--- src/lpsc_pkg.sv ---
// package: constants for the link power-state control block
package lpsc_pkg;
	// device capability word field positions
	localparam int L0S_ACC_LSB = 6;
	localparam int L0S_ACC_MSB = 8;
	localparam int L1_ACC_LSB  = 9;
	localparam int L1_ACC_MSB  = 11;
	// link capability word field positions
	localparam int ASPM_SUP_LSB = 10;
	localparam int ASPM_SUP_MSB = 11;
	localparam int L0S_EXIT_LSB = 12;
	localparam int L0S_EXIT_MSB = 14;
	localparam int L1_EXIT_LSB  = 15;
	localparam int L1_EXIT_MSB  = 17;
	// encodings
	localparam logic [1:0] PSTATE_D0  = 2'h0;
	localparam logic [1:0] SUP_NONE   = 2'h0;
	localparam logic [1:0] SUP_L0S    = 2'h1;
	localparam logic [1:0] SUP_L1     = 2'h2;
	localparam logic [2:0] LAT_ZERO   = 3'h0;
	// reset values
	localparam logic [1:0]  PSTATE_RST = 2'h0;
	localparam logic [15:0] CNT_RST    = 16'h0000;
	// cycles between repeated entry DLLP requests
	localparam int DLLP_GAP = 8;

	// power management sequencer states, one-hot
	typedef enum logic [6:0] {
		ST_L0      = 7'h01,
		ST_L0S     = 7'h02,
		ST_BLOCK   = 7'h04,
		ST_DRAIN   = 7'h08,
		ST_HSHAKE  = 7'h10,
		ST_L1      = 7'h20,
		ST_EXIT    = 7'h40
	} lpsc_state_t;
endpackage : lpsc_pkg

--- src/lpsc_l0s_if.sv ---
// interface: signals between the sequencer and the l0s timer
`timescale 1ns/1ps
`default_nettype none
interface lpsc_l0s_if;
	logic        tx_idle;    // transmit side idle
	logic        allow;      // l0s permitted now
	logic        exit_done;  // ltssm reports l0s exit complete
	logic [15:0] entry_time; // idle cycles before entry
	logic [15:0] exit_time;  // expected exit cycles
	logic [15:0] extension;  // extra wait before recovery
	logic        in_l0s;     // transmitter in l0s
	logic        exiting;    // exit in progress
	logic        recovery;   // direct ltssm to recovery
	modport seq (output tx_idle, allow, exit_done, entry_time, exit_time, extension,
		input in_l0s, exiting, recovery);
	modport tmr (input tx_idle, allow, exit_done, entry_time, exit_time, extension,
		output in_l0s, exiting, recovery);
endinterface : lpsc_l0s_if
`default_nettype wire

--- src/lpsc_l0s_timer.sv ---
// module: transmit l0s entry and exit timing
`timescale 1ns/1ps
`default_nettype none
module lpsc_l0s_timer
(
	input  wire logic  clk,   // core clock
	input  wire logic  rst,   // async reset, active high
	lpsc_l0s_if.tmr    l0s    // sequencer side
);
	logic [15:0] idle_cnt;
	logic [15:0] exit_cnt;
	logic        in_l0s;
	logic        exiting;
	logic        recovery;

	// idle counter restarts on any transmit activity
	always_ff @(posedge clk or posedge rst)
	begin
		if (rst)
			idle_cnt <= lpsc_pkg::CNT_RST;
		else if (!l0s.tx_idle || !l0s.allow || in_l0s)
			idle_cnt <= lpsc_pkg::CNT_RST;
		else if (idle_cnt != 16'hffff)
			idle_cnt <= idle_cnt + 16'h0001;
	end

	// entry after configured idle time, leave on pending traffic
	always_ff @(posedge clk or posedge rst)
	begin
		if (rst)
			in_l0s <= 1'b0;
		else if (in_l0s && (!l0s.tx_idle || !l0s.allow))
			in_l0s <= 1'b0;
		else if (!in_l0s && !exiting && l0s.allow && l0s.tx_idle
			&& idle_cnt >= l0s.entry_time)
			in_l0s <= 1'b1;
	end

	// exit watchdog: expected time plus extension, then recovery
	always_ff @(posedge clk or posedge rst)
	begin
		if (rst)
		begin
			exiting  <= 1'b0;
			exit_cnt <= lpsc_pkg::CNT_RST;
			recovery <= 1'b0;
		end
		else
		begin
			recovery <= 1'b0;
			if (in_l0s && (!l0s.tx_idle || !l0s.allow))
			begin
				exiting  <= 1'b1;
				exit_cnt <= lpsc_pkg::CNT_RST;
			end
			else if (exiting)
			begin
				if (l0s.exit_done)
					exiting <= 1'b0;
				else if ({1'b0, exit_cnt} >= {1'b0, l0s.exit_time} + {1'b0, l0s.extension})
				begin
					exiting  <= 1'b0;
					recovery <= 1'b1;
				end
				else
					exit_cnt <= exit_cnt + 16'h0001;
			end
		end
	end

	assign l0s.in_l0s   = in_l0s;
	assign l0s.exiting  = exiting;
	assign l0s.recovery = recovery;
endmodule // lpsc_l0s_timer
`default_nettype wire

--- src/lpsc_top.sv ---
// module: link power-state control, capability words and l1 sequencer
// Overview of operation
// - enter transmit l0s only after the configured idle time of tlp and dllp traffic
// - take fast-training-set count from configuration and advertise it
// - failed l0s exit waits expected time plus extension, then recovery
// - device caps bits 8:6 carry the l0s acceptable latency code
// - non-endpoints read zero in both acceptable latency fields
// - link caps bits 14:12 carry the l0s exit latency code
// - support field bits 11:10 shows l0s bit when l0s enabled
// - support field shows l1 bit when l1 enabled, 00 when neither is enabled
// - non-d0 power state write starts the l1 entry sequence
// - block new tlps, finish current, wait replay empty and acked
// - repeat enter-l1 dllps until ack, then direct ltssm to l1
// - return to l0 on partner exit of l1, or on pending tlp once the power state is d0
// - device caps bits 11:9 carry the l1 acceptable latency code
// - link caps bits 17:15 carry the l1 exit latency code
// - autonomous l1 only when acting as endpoint upstream port
// - autonomous l1 needs enabled, advertised, and software enabled
// - autonomous l1 requested when no tlps, acks or naks sent
// - with l0s enabled, enter when tx idle, leave when data waits
`timescale 1ns/1ps
`default_nettype none
module lpsc_top
(
	input  wire logic        REF_CLK,          // core clock, 40 mhz
	input  wire logic        RST,              // async reset, active high
	// static configuration
	input  wire logic        IS_ENDPOINT,      // core acts as upstream port
	input  wire logic        L0S_SUPPORT,      // l0s support enabled
	input  wire logic        L1_SUPPORT,       // aspm l1 support enabled
	input  wire logic [2:0]  L0S_ACC_LAT,      // l0s acceptable latency code
	input  wire logic [2:0]  L1_ACC_LAT,       // l1 acceptable latency code
	input  wire logic [2:0]  L0S_EXIT_LAT,     // l0s exit latency code
	input  wire logic [2:0]  L1_EXIT_LAT,      // l1 exit latency code
	input  wire logic [7:0]  NFTS_COUNT,       // fts sets needed by local receiver
	input  wire logic [15:0] L0S_IDLE_ENTRY_TIME,  // idle cycles before l0s
	input  wire logic [15:0] FTS_TIMEOUT_EXTENSION, // cycles beyond expected exit
	input  wire logic [15:0] L0S_EXIT_TIME,    // expected l0s exit cycles
	input  wire logic [15:0] L1_IDLE_TIME,     // idle cycles before aspm l1
	// software control
	input  wire logic        PSTATE_WR,        // power state write strobe
	input  wire logic [1:0]  PSTATE_WDATA,     // power state write data
	input  wire logic        L0S_SW_EN,        // link control l0s enable
	input  wire logic        L1_SW_EN,         // link control l1 enable
	// transmit and link status from the core
	input  wire logic        TLP_PENDING,      // tlp waiting to be sent
	input  wire logic        TLP_IN_PROGRESS,  // tlp on the wire now
	input  wire logic        DLLP_ACTIVE,      // dllp being sent
	input  wire logic        ACKNAK_ACTIVE,    // ack or nak dllp being sent
	input  wire logic        REPLAY_EMPTY,     // replay buffer empty, all acked
	input  wire logic        PM_ACK_RCVD,      // request-ack dllp received
	input  wire logic        LTSSM_L0S_EXITED, // ltssm finished l0s exit
	input  wire logic        LTSSM_L1_EXITED,  // ltssm left l1 on partner activity
	// outputs
	output logic [1:0]       PSTATE,           // power state field readback
	output logic [31:0]      DEV_CAP,          // device capability word
	output logic [31:0]      LINK_CAP,         // link capability word
	output logic [7:0]       NFTS_ADV,         // advertised fts count
	output logic             TLP_BLOCK,        // hold new tlp transmission
	output logic             SEND_ENTER_L1,    // pulse: send enter-l1 dllp
	output logic             LTSSM_TO_L1,      // direct ltssm into l1
	output logic             LTSSM_TO_L0,      // pulse: direct ltssm back to l0
	output logic             LTSSM_RECOVERY,   // pulse: direct ltssm to recovery
	output logic             TX_L0S,           // transmitter in l0s
	output logic             LINK_IN_L1        // sequencer state is l1
);
	// l0s timer carrier and sequencer state
	lpsc_l0s_if          l0s ();
	lpsc_pkg::lpsc_state_t state;
	lpsc_pkg::lpsc_state_t next_state;
	logic [1:0]          pstate;
	logic                sw_l1_req;
	logic                aspm_l1_ok;
	logic                link_idle;
	logic [15:0]         l1_idle_cnt;
	logic [3:0]          gap_cnt;
	logic                aspm_entry;

	// support code as one field of two bits
	function automatic logic [1:0] support_code(input logic l0s_en, input logic l1_en);
		support_code = (l0s_en ? lpsc_pkg::SUP_L0S : lpsc_pkg::SUP_NONE)
			| (l1_en ? lpsc_pkg::SUP_L1 : lpsc_pkg::SUP_NONE);
	endfunction

	// latency field zeroed unless endpoint
	function automatic logic [2:0] ep_lat(input logic ep, input logic [2:0] code);
		ep_lat = ep ? code : lpsc_pkg::LAT_ZERO;
	endfunction

	// power state field; the only software-writable bits here
	always_ff @(posedge REF_CLK or posedge RST)
	begin
		if (RST)
			pstate <= lpsc_pkg::PSTATE_RST;
		else if (PSTATE_WR)
			pstate <= PSTATE_WDATA;
	end

	// software request stays while the state is non-d0
	assign sw_l1_req = (pstate != lpsc_pkg::PSTATE_D0);

	// autonomous l1 gating: endpoint, advertised, software enabled
	assign aspm_l1_ok = IS_ENDPOINT && L1_SUPPORT && L1_SW_EN;
	assign link_idle  = !TLP_PENDING && !TLP_IN_PROGRESS && !ACKNAK_ACTIVE;

	// idle time count for autonomous l1
	always_ff @(posedge REF_CLK or posedge RST)
	begin
		if (RST)
			l1_idle_cnt <= lpsc_pkg::CNT_RST;
		else if (!link_idle || !aspm_l1_ok || state != lpsc_pkg::ST_L0 && state != lpsc_pkg::ST_L0S)
			l1_idle_cnt <= lpsc_pkg::CNT_RST;
		else if (l1_idle_cnt != 16'hffff)
			l1_idle_cnt <= l1_idle_cnt + 16'h0001;
	end
	assign aspm_entry = aspm_l1_ok && link_idle && (l1_idle_cnt >= L1_IDLE_TIME);

	// l0s timer hookup; l0s only in l0 and only when supported and enabled
	assign l0s.tx_idle    = !TLP_PENDING && !TLP_IN_PROGRESS && !DLLP_ACTIVE;
	assign l0s.allow      = L0S_SUPPORT && L0S_SW_EN
		&& (state == lpsc_pkg::ST_L0 || state == lpsc_pkg::ST_L0S);
	assign l0s.exit_done  = LTSSM_L0S_EXITED;
	assign l0s.entry_time = L0S_IDLE_ENTRY_TIME;
	assign l0s.exit_time  = L0S_EXIT_TIME;
	assign l0s.extension  = FTS_TIMEOUT_EXTENSION;

	lpsc_l0s_timer u_l0s
	(
		.clk (REF_CLK),
		.rst (RST),
		.l0s (l0s.tmr)
	);

	// sequencer next state; each l1 entry step waits on its own condition,
	// so a slow partner or a long replay drain only stretches that step
	always_comb
	begin
		next_state = state;
		unique case (state)
			lpsc_pkg::ST_L0:
				if (sw_l1_req || aspm_entry)
					next_state = lpsc_pkg::ST_BLOCK;
				else if (l0s.in_l0s)
					next_state = lpsc_pkg::ST_L0S;
			lpsc_pkg::ST_L0S:
				// leave on l0s exit or any l1 request; l1 entry always starts from l0
				if (!l0s.in_l0s || sw_l1_req || aspm_entry)
					next_state = lpsc_pkg::ST_L0;
			lpsc_pkg::ST_BLOCK:
				if (!TLP_IN_PROGRESS)
					next_state = lpsc_pkg::ST_DRAIN;
			lpsc_pkg::ST_DRAIN:
				if (REPLAY_EMPTY && !TLP_IN_PROGRESS)
					next_state = lpsc_pkg::ST_HSHAKE;
				else if (!sw_l1_req && TLP_PENDING)
					next_state = lpsc_pkg::ST_L0;
			lpsc_pkg::ST_HSHAKE:
				if (PM_ACK_RCVD)
					next_state = lpsc_pkg::ST_L1;
			lpsc_pkg::ST_L1:
				if (LTSSM_L1_EXITED || TLP_PENDING && !sw_l1_req)
					next_state = lpsc_pkg::ST_EXIT;
			lpsc_pkg::ST_EXIT:
				next_state = lpsc_pkg::ST_L0;
			default:
				next_state = lpsc_pkg::ST_L0;
		endcase
	end

	// sequencer state register
	always_ff @(posedge REF_CLK or posedge RST)
	begin
		if (RST)
			state <= lpsc_pkg::ST_L0;
		else
			state <= next_state;
	end

	// enter-l1 dllp repeat spacing; pulses every gap until ack
	always_ff @(posedge REF_CLK or posedge RST)
	begin
		if (RST)
		begin
			gap_cnt       <= 4'h0;
			SEND_ENTER_L1 <= 1'b0;
		end
		else if (state == lpsc_pkg::ST_HSHAKE && !PM_ACK_RCVD)
		begin
			SEND_ENTER_L1 <= (gap_cnt == 4'h0);
			gap_cnt       <= (gap_cnt == 4'(lpsc_pkg::DLLP_GAP - 1)) ? 4'h0 : gap_cnt + 4'h1;
		end
		else
		begin
			gap_cnt       <= 4'h0;
			SEND_ENTER_L1 <= 1'b0;
		end
	end

	// transmit hold from block through l1; taken from next_state so the hold
	// is already up in the cycle the sequencer arrives in the block step
	always_ff @(posedge REF_CLK or posedge RST)
	begin
		if (RST)
			TLP_BLOCK <= 1'b0;
		else
			TLP_BLOCK <= (next_state == lpsc_pkg::ST_BLOCK)
				|| (next_state == lpsc_pkg::ST_DRAIN)
				|| (next_state == lpsc_pkg::ST_HSHAKE)
				|| (next_state == lpsc_pkg::ST_L1);
	end

	// l1 command to the ltssm and the matching status level; both stand
	// for as long as the sequencer sits in l1
	always_ff @(posedge REF_CLK or posedge RST)
	begin
		if (RST)
		begin
			LTSSM_TO_L1 <= 1'b0;
			LINK_IN_L1  <= 1'b0;
		end
		else
		begin
			LTSSM_TO_L1 <= (next_state == lpsc_pkg::ST_L1);
			LINK_IN_L1  <= (next_state == lpsc_pkg::ST_L1);
		end
	end

	// wake command; the exit step lasts one cycle, so this is a pulse
	always_ff @(posedge REF_CLK or posedge RST)
	begin
		if (RST)
			LTSSM_TO_L0 <= 1'b0;
		else
			LTSSM_TO_L0 <= (next_state == lpsc_pkg::ST_EXIT);
	end

	// l0s status and recovery request, retimed so every ltssm command
	// leaves a flop; costs one cycle of latency on both
	always_ff @(posedge REF_CLK or posedge RST)
	begin
		if (RST)
		begin
			LTSSM_RECOVERY <= 1'b0;
			TX_L0S         <= 1'b0;
		end
		else
		begin
			LTSSM_RECOVERY <= l0s.recovery;
			TX_L0S         <= l0s.in_l0s;
		end
	end

	// device capability word: latency codes only, every other bit zero;
	// built from static inputs, so no software write can reach it
	always_ff @(posedge REF_CLK or posedge RST)
	begin
		if (RST)
			DEV_CAP <= 32'h0000_0000;
		else
		begin
			DEV_CAP <= 32'h0000_0000;
			DEV_CAP[lpsc_pkg::L0S_ACC_MSB:lpsc_pkg::L0S_ACC_LSB]
				<= ep_lat(IS_ENDPOINT, L0S_ACC_LAT);
			DEV_CAP[lpsc_pkg::L1_ACC_MSB:lpsc_pkg::L1_ACC_LSB]
				<= ep_lat(IS_ENDPOINT, L1_ACC_LAT);
		end
	end

	// link capability word: support bits and exit latency codes;
	// read-only in the same way as the device word
	always_ff @(posedge REF_CLK or posedge RST)
	begin
		if (RST)
			LINK_CAP <= 32'h0000_0000;
		else
		begin
			LINK_CAP <= 32'h0000_0000;
			LINK_CAP[lpsc_pkg::ASPM_SUP_MSB:lpsc_pkg::ASPM_SUP_LSB]
				<= support_code(L0S_SUPPORT, L1_SUPPORT);
			LINK_CAP[lpsc_pkg::L0S_EXIT_MSB:lpsc_pkg::L0S_EXIT_LSB] <= L0S_EXIT_LAT;
			LINK_CAP[lpsc_pkg::L1_EXIT_MSB:lpsc_pkg::L1_EXIT_LSB]   <= L1_EXIT_LAT;
		end
	end

	// advertised fts count; the input is meant to be static, a change
	// shows one edge later with no handshake toward the link
	always_ff @(posedge REF_CLK or posedge RST)
	begin
		if (RST)
			NFTS_ADV <= 8'h00;
		else
			NFTS_ADV <= NFTS_COUNT;
	end

	// power state readback, one cycle behind the field that drives
	// the sequencer
	always_ff @(posedge REF_CLK or posedge RST)
	begin
		if (RST)
			PSTATE <= lpsc_pkg::PSTATE_RST;
		else
			PSTATE <= pstate;
	end
endmodule // lpsc_top
`default_nettype wire

--- config.mk ---
export PLATFORM = sky130hd
export DESIGN_NAME = lpsc_top
export DESIGN_NICKNAME = d
export VERILOG_FILES = /design/src/lpsc_pkg.sv /design/src/lpsc_l0s_if.sv /design/src/lpsc_l0s_timer.sv /design/src/lpsc_top.sv
export SDC_FILE = /design/constraint.sdc
export NUM_CORES = 1
export LEC_CHECK = 0
export BUFFER_PORTS_ARGS = -buffer_cell sky130_fd_sc_hd__buf_2
export CELL_PAD_IN_SITES_DETAIL_PLACEMENT = 0
export CELL_PAD_IN_SITES_GLOBAL_PLACEMENT = 1
export CORE_MARGIN = 2
export CORE_UTILIZATION = 39
export DETAILED_ROUTE_END_ITERATION = 7
export GPL_ROUTABILITY_DRIVEN = 0
export GPL_TIMING_DRIVEN = 0
export PLACE_DENSITY = 0.87
export SKIP_LAST_GASP = 1
export SYNTH_ARGS = -nofsm -noshare
export SYNTH_HDL_FRONTEND = slang
export SYNTH_HIERARCHICAL = 1
export SYNTH_SLANG_ARGS = --single-unit
--- constraint.sdc ---
create_clock -name REF_CLK -period 3.05 [get_ports REF_CLK]
set_input_delay 0.4575 -clock REF_CLK [delete_from_list [all_inputs] [get_ports REF_CLK]]
set_output_delay 0.4575 -clock REF_CLK [all_outputs]
set_load 0.005 [all_outputs]
# Yosys cells after proc, flatten, opt, wreduce, memory -nomap -nowiden
# Index checks and enable logic that the tools add are counted.
# word_totals
reg_bits,94
latch_bits,0
ram_bits,0
mem_bits_ro,0
input_bits,102
mem_count,0
# classes
addsub,5
n_mul,0
div_mod_pow,0
magnitude_cmp,3
eq_ne,18
shift,0
mux,34
n_bitwise,1
reduce_logical,49
# ops
cell,count
16-bit 2-to-1 mux,8
7-bit 2-to-1 mux,8
"16-bit by 1-bit adder with 16-bit output, second input constant",3
7-bit one-hot mux with 6 select lines,1
16-bit greater-or-equal comparator,2
"16-bit inequality test, second input constant",2
1-bit logical AND,18
16-bit by 16-bit adder with 17-bit output,1
16-bit by 17-bit greater-or-equal comparator with 1-bit output,1
"7-bit by 3-bit == test with 1-bit output, second input constant",2
"7-bit by 4-bit == test with 1-bit output, second input constant",2
"7-bit by 5-bit == test with 1-bit output, second input constant",2
"7-bit by 6-bit == test with 1-bit output, second input constant",2
1-bit logical NOT,12
1-bit logical OR,12
1-bit 2-to-1 mux,12
2-bit nonzero test,5
4-bit 2-to-1 mux,2
"7-bit by 1-bit == test with 1-bit output, second input constant",1
"7-bit by 2-bit == test with 1-bit output, second input constant",1
"7-bit == test, second input constant",1
"7-bit by 1-bit inequality test with 1-bit output, second input constant",1
"7-bit by 2-bit inequality test with 1-bit output, second input constant",1
3-bit 2-to-1 mux,2
7 further kinds,8

# Logic depth before layout (Yosys ltp)
# depth
word_depth,12
depth_mapped,20
mapped_depth_nobuf,18

# By module
# The synthesis kept the hierarchy.
# by_module_without_submodules
mod,n_inst,cells_per_inst,area_each_um2,seq_area_each_um2
lpsc_l0s_timer,1,366,3158.0,875.8
lpsc_top,1,307,3123.0,1477.7

# Worst setup path before layout
# No wires, ideal clock.
# synth_timing
kind,input -> register
startpoint,input L0S_EXIT_TIME[0]
endpoint,register u_l0s.exit_cnt[15]
setup_ns,0.078
t_arrival_ns,4.174
required_ns,2.972
setup_slack_ns,-1.202
stages,18
cell_sequence,ha_1 > fa_1 > a211oi_2 > o21bai_1 > o311a_1 > o31a_1 > a21o_1 > a21oi_1 > xor2_1 > ha_1 > o21ai_0 > o21bai_1 > a31oi_1 > nor3b_1 > nor3_2 > o21ai_4 > or4_1 > a21oi_1
# synth_between
elab_chain_len,4
# synth_rtl
item,line,rtl
"start, declared",lpsc_top.sv:38,"input wire logic [15:0] L0S_EXIT_TIME,"
16-bit by 16-bit adder with 17-bit output,lpsc_l0s_timer.sv:60,"else if ({1'b0, exit_cnt} >= {1'b0, l0s.exit_time} + {1'b0, l0s.extension})"
16-bit by 17-bit greater-or-equal comparator with 1-bit output,lpsc_l0s_timer.sv:60,
2-bit by 1-bit inequality test with 1-bit output (no line),--,
3-bit AND reduction (no line),--,
"end signal, assigned",lpsc_l0s_timer.sv:45,exit_cnt <= lpsc_pkg::CNT_RST;
"end signal, assigned",lpsc_l0s_timer.sv:54,exit_cnt <= lpsc_pkg::CNT_RST;
"end signal, assigned",lpsc_l0s_timer.sv:66,exit_cnt <= exit_cnt + 16'h0001;
"end, declared",lpsc_l0s_timer.sv:11,logic [15:0] exit_cnt;
# No other way between the ends.
# A chain may end at the register's enable or synchronous reset.

# Worst setup path in the final report
# layout_timing
startpoint,input L0S_EXIT_TIME[0]
endpoint,register u_l0s.exit_cnt[3]
# Same word-level chain as after synthesis.

==> out/metrics.csv <==
metric,value,unit
rsz0062_at_grt,true,
placed_cells,1071,
pre_cts_slack,-1.50,ns
ys.flop_type,dfrtp_1,
end_kind,flop,
grt.overflow.total,0,
drc_errors,0,
clock-sinks,94,
hold_class,in -> async,
required,3.33,ns
ant_nets,0,
htreeDepth,3,
antenna_cells,0,
cts_tree,built,
critPathBufInv,3,
yosys_warnings,6,
die_w,131,um
first_global_vias,4801,
fin_crit_sh,1.27,
failed_checks,negative setup slack,
num_io_pins,183,
synth.distinct_cells,62,
path_common_cell,buf_6,
max_stage_delay,0.35,ns
power.density,386,nW/um2
viasPerCell,4.71,
dieHeight,131,um
initial_core_util,0.397,
clk_pin_slew,0.07,ns
dieArea,17100,um2
cts.root.buffer_cell,clkbuf_16,
drive_above_1_share,0.287,
crit_fanout,6,
mostFrequentLayoutCell,buf_2,
dp_hpwl,10400,um
grt_max_degree,36,
drt_pass1_iterations,6,
cap_violations,0,
grt_first_pass_wirelength,21500,um
wl_per_cell,12.3,um
status,finished with violations,
cts_buffers,9,
worst_pin_slew,0.762,ns
grt_antenna_before_repair,0,
critPathTopFamily,compound AO/OA/AOI/OAI gates,
fmax,258,MHz
numPortBuffers,132,
syn_area,6280,um2
core_area,15800,um2
grt_util_all_layers,0.159,
final_cells,1101,
fp-row-count,46,
area_delta_synth_final,27.6,%
hold_buffers,0,
wirelength,13600,um
ys_ff_latch,94,
dr_total_vias,5191,
synth_edf_count,0,
ir_drop,0.000304,V
layout.nets,1052,
crit_path_top_delay_cell,fa_2,
slew_violations,0,
hold_viol,0,
finalSetupViolCount,18,
synthCells,673,
finalCriticalPeriod,3.88,ns
fin_util,0.506,
startpoint_type,primary input,
path_cells,"buf_6, ha_4, fa_2, a211oi_2, o21bai_1, o311a_1, o31a_1, buf_6, xnor2_2, ha_1, a211oi_2, o21bai_1, a31oi_1, nor3b_2, nor3_4, o21ai_4, buf_6, or3_1, a21oi_1",
final_cell_mix,"130 x buf_2, 93 x dfrtp_1, 68 x ha_1",
critPathArrivalTime,4.16,ns
synth_seq_area_share,0.375,
drt_iter0_drc,187,
crit_type,in -> reg,
syn_avg_cell_area,9.33,um2
slew_headroom,0.491,
clockBufferDepth,2,
fin_ws,-0.828,ns
skew,0.00562,ns
leakage,4.10,nW
clock_latency,0.35,ns
synth-async-reset-ratio,1.00,
## worst paths after layout
check,from,endpoint,slack [ns],depth (start not counted)
max reg2reg,u_l0s/exit_cnt[0],u_l0s/exit_cnt[3],0.39,11
max,L0S_EXIT_TIME[0],u_l0s/exit_cnt[3],-0.83,19
min,RST,LTSSM_RECOVERY,0.21,2
min reg2reg,u_l0s/l0s.recovery,LTSSM_RECOVERY,0.35,0
min in group REF_CLK,NFTS_COUNT[4],NFTS_ADV[4],0.21,1
max in group asynchronous,RST,DEV_CAP[9],2.25,3
## sequential cells by signal, indices dropped and copies added, names as in the netlist
name                cells
u_l0s/l0s.recovery      1
state                   7
PSTATE                  2
gap_cnt                 4
u_l0s/l0s.in_l0s        1
LTSSM_RECOVERY          1
SEND_ENTER_L1           1
l1_idle_cnt            16
u_l0s/l0s.exiting       1
u_l0s/idle_cnt         16
pstate                  2
LINK_IN_L1              1
LTSSM_TO_L0             1
DEV_CAP                 6
LINK_CAP                8
TLP_BLOCK               1
u_l0s/exit_cnt         16
NFTS_ADV                8
TX_L0S                  1
## power breakdown
part	total, W	switching (W)	internal, W	leakage, nW
Clock	0.00117	0.000507	0.000663	0.153
Combinational	0.000606	0.000310	0.000295	2.69
Sequential	0.00132	0.0000266	0.00129	1.25
## stage by stage
step / setup TNS, ns / cell area [um2] / hold slack, ns / power, W
floorplan: -15.15 / 6490 / 0.331 / 0.00173
global route: -16.56 / 8020 / 0.195 / 0.00327
finish: -13.48 / 8020 / 0.207 / 0.00310
detailed placement: -24.26 / 7440 / 0.340 / 0.00191
CTS: -13.57 / 7940 / 0.192 / 0.00313
global placement: -23.62 / 7420 / 0.343 / 0.00190
## cell type report
cell class | instances | area (um2)
inverters | 47 | 176
flip-flops and latches | 94 | 2350
clock inverters | 6 | 66.3
plain buffers | 58 | 428
repair buffers | 146 | 830
clock buffers | 10 | 239
multi-input cells | 524 | 3650
fillers | 1514 | 7810
well taps | 216 | 270
## routing by layer
layer,vias to the layer above,share of wire,GRT usage
met5,-,0,0
met1,2357,0.45,0.198
met4,0,0.013,0.0501
li1,2704,-,-
met2,119,0.49,0.276
met3,11,0.045,0.0322
## cells by family (layout without fill, tap and decap cells)
kind of cell / after synthesis / in the layout / share of synthesized area
flops: 94 / 94 / 0.375
other cells: 1 / 50 / 0.000597
buf+inv: 105 / 267 / 0.0962
xor+xnor: 42 / 42 / 0.0586
fa+ha+maj: 70 / 70 / 0.141
simple gates: 225 / 225 / 0.190
mux: 4 / 4 / 0.00677
compound gates: 132 / 133 / 0.132
## what timing repair did
action	4_1_cts	5_1_grt
endpoints found under the hold margin	0	0
endpoints found under the setup margin	18	18
buffers inserted	9	2
pin swaps	26	12
cloned	3	0
resized for setup	20	15
## synth_stat cells (5+ instances only)
| library cell | count | area, um2 |
|---|---|---|
| nand2_1 | 36 | 135 |
| dfrtp_1 | 93 | 2330 |
| nor2b_1 | 7 | 43.8 |
| nand3_1 | 27 | 135 |
| or3_1 | 11 | 68.8 |
| buf_4 | 51 | 383 |
| and3_1 | 12 | 75.1 |
| a21o_1 | 13 | 97.6 |
| o21ai_0 | 25 | 125 |
| clkbuf_1 | 5 | 18.8 |
| nor2_1 | 52 | 195 |
| xor2_1 | 23 | 201 |
| ha_1 | 69 | 863 |
| a31oi_1 | 5 | 31.3 |
| inv_1 | 47 | 176 |
| nor3_1 | 17 | 85.1 |
| xnor2_1 | 19 | 166 |
| o31ai_1 | 5 | 37.5 |
| a21oi_1 | 47 | 235 |
| o211ai_1 | 5 | 37.5 |
| nand4_1 | 14 | 87.6 |
| and2_1 | 9 | 56.3 |
| nand2b_1 | 13 | 81.3 |
Power figures use the tool's default switching activity.
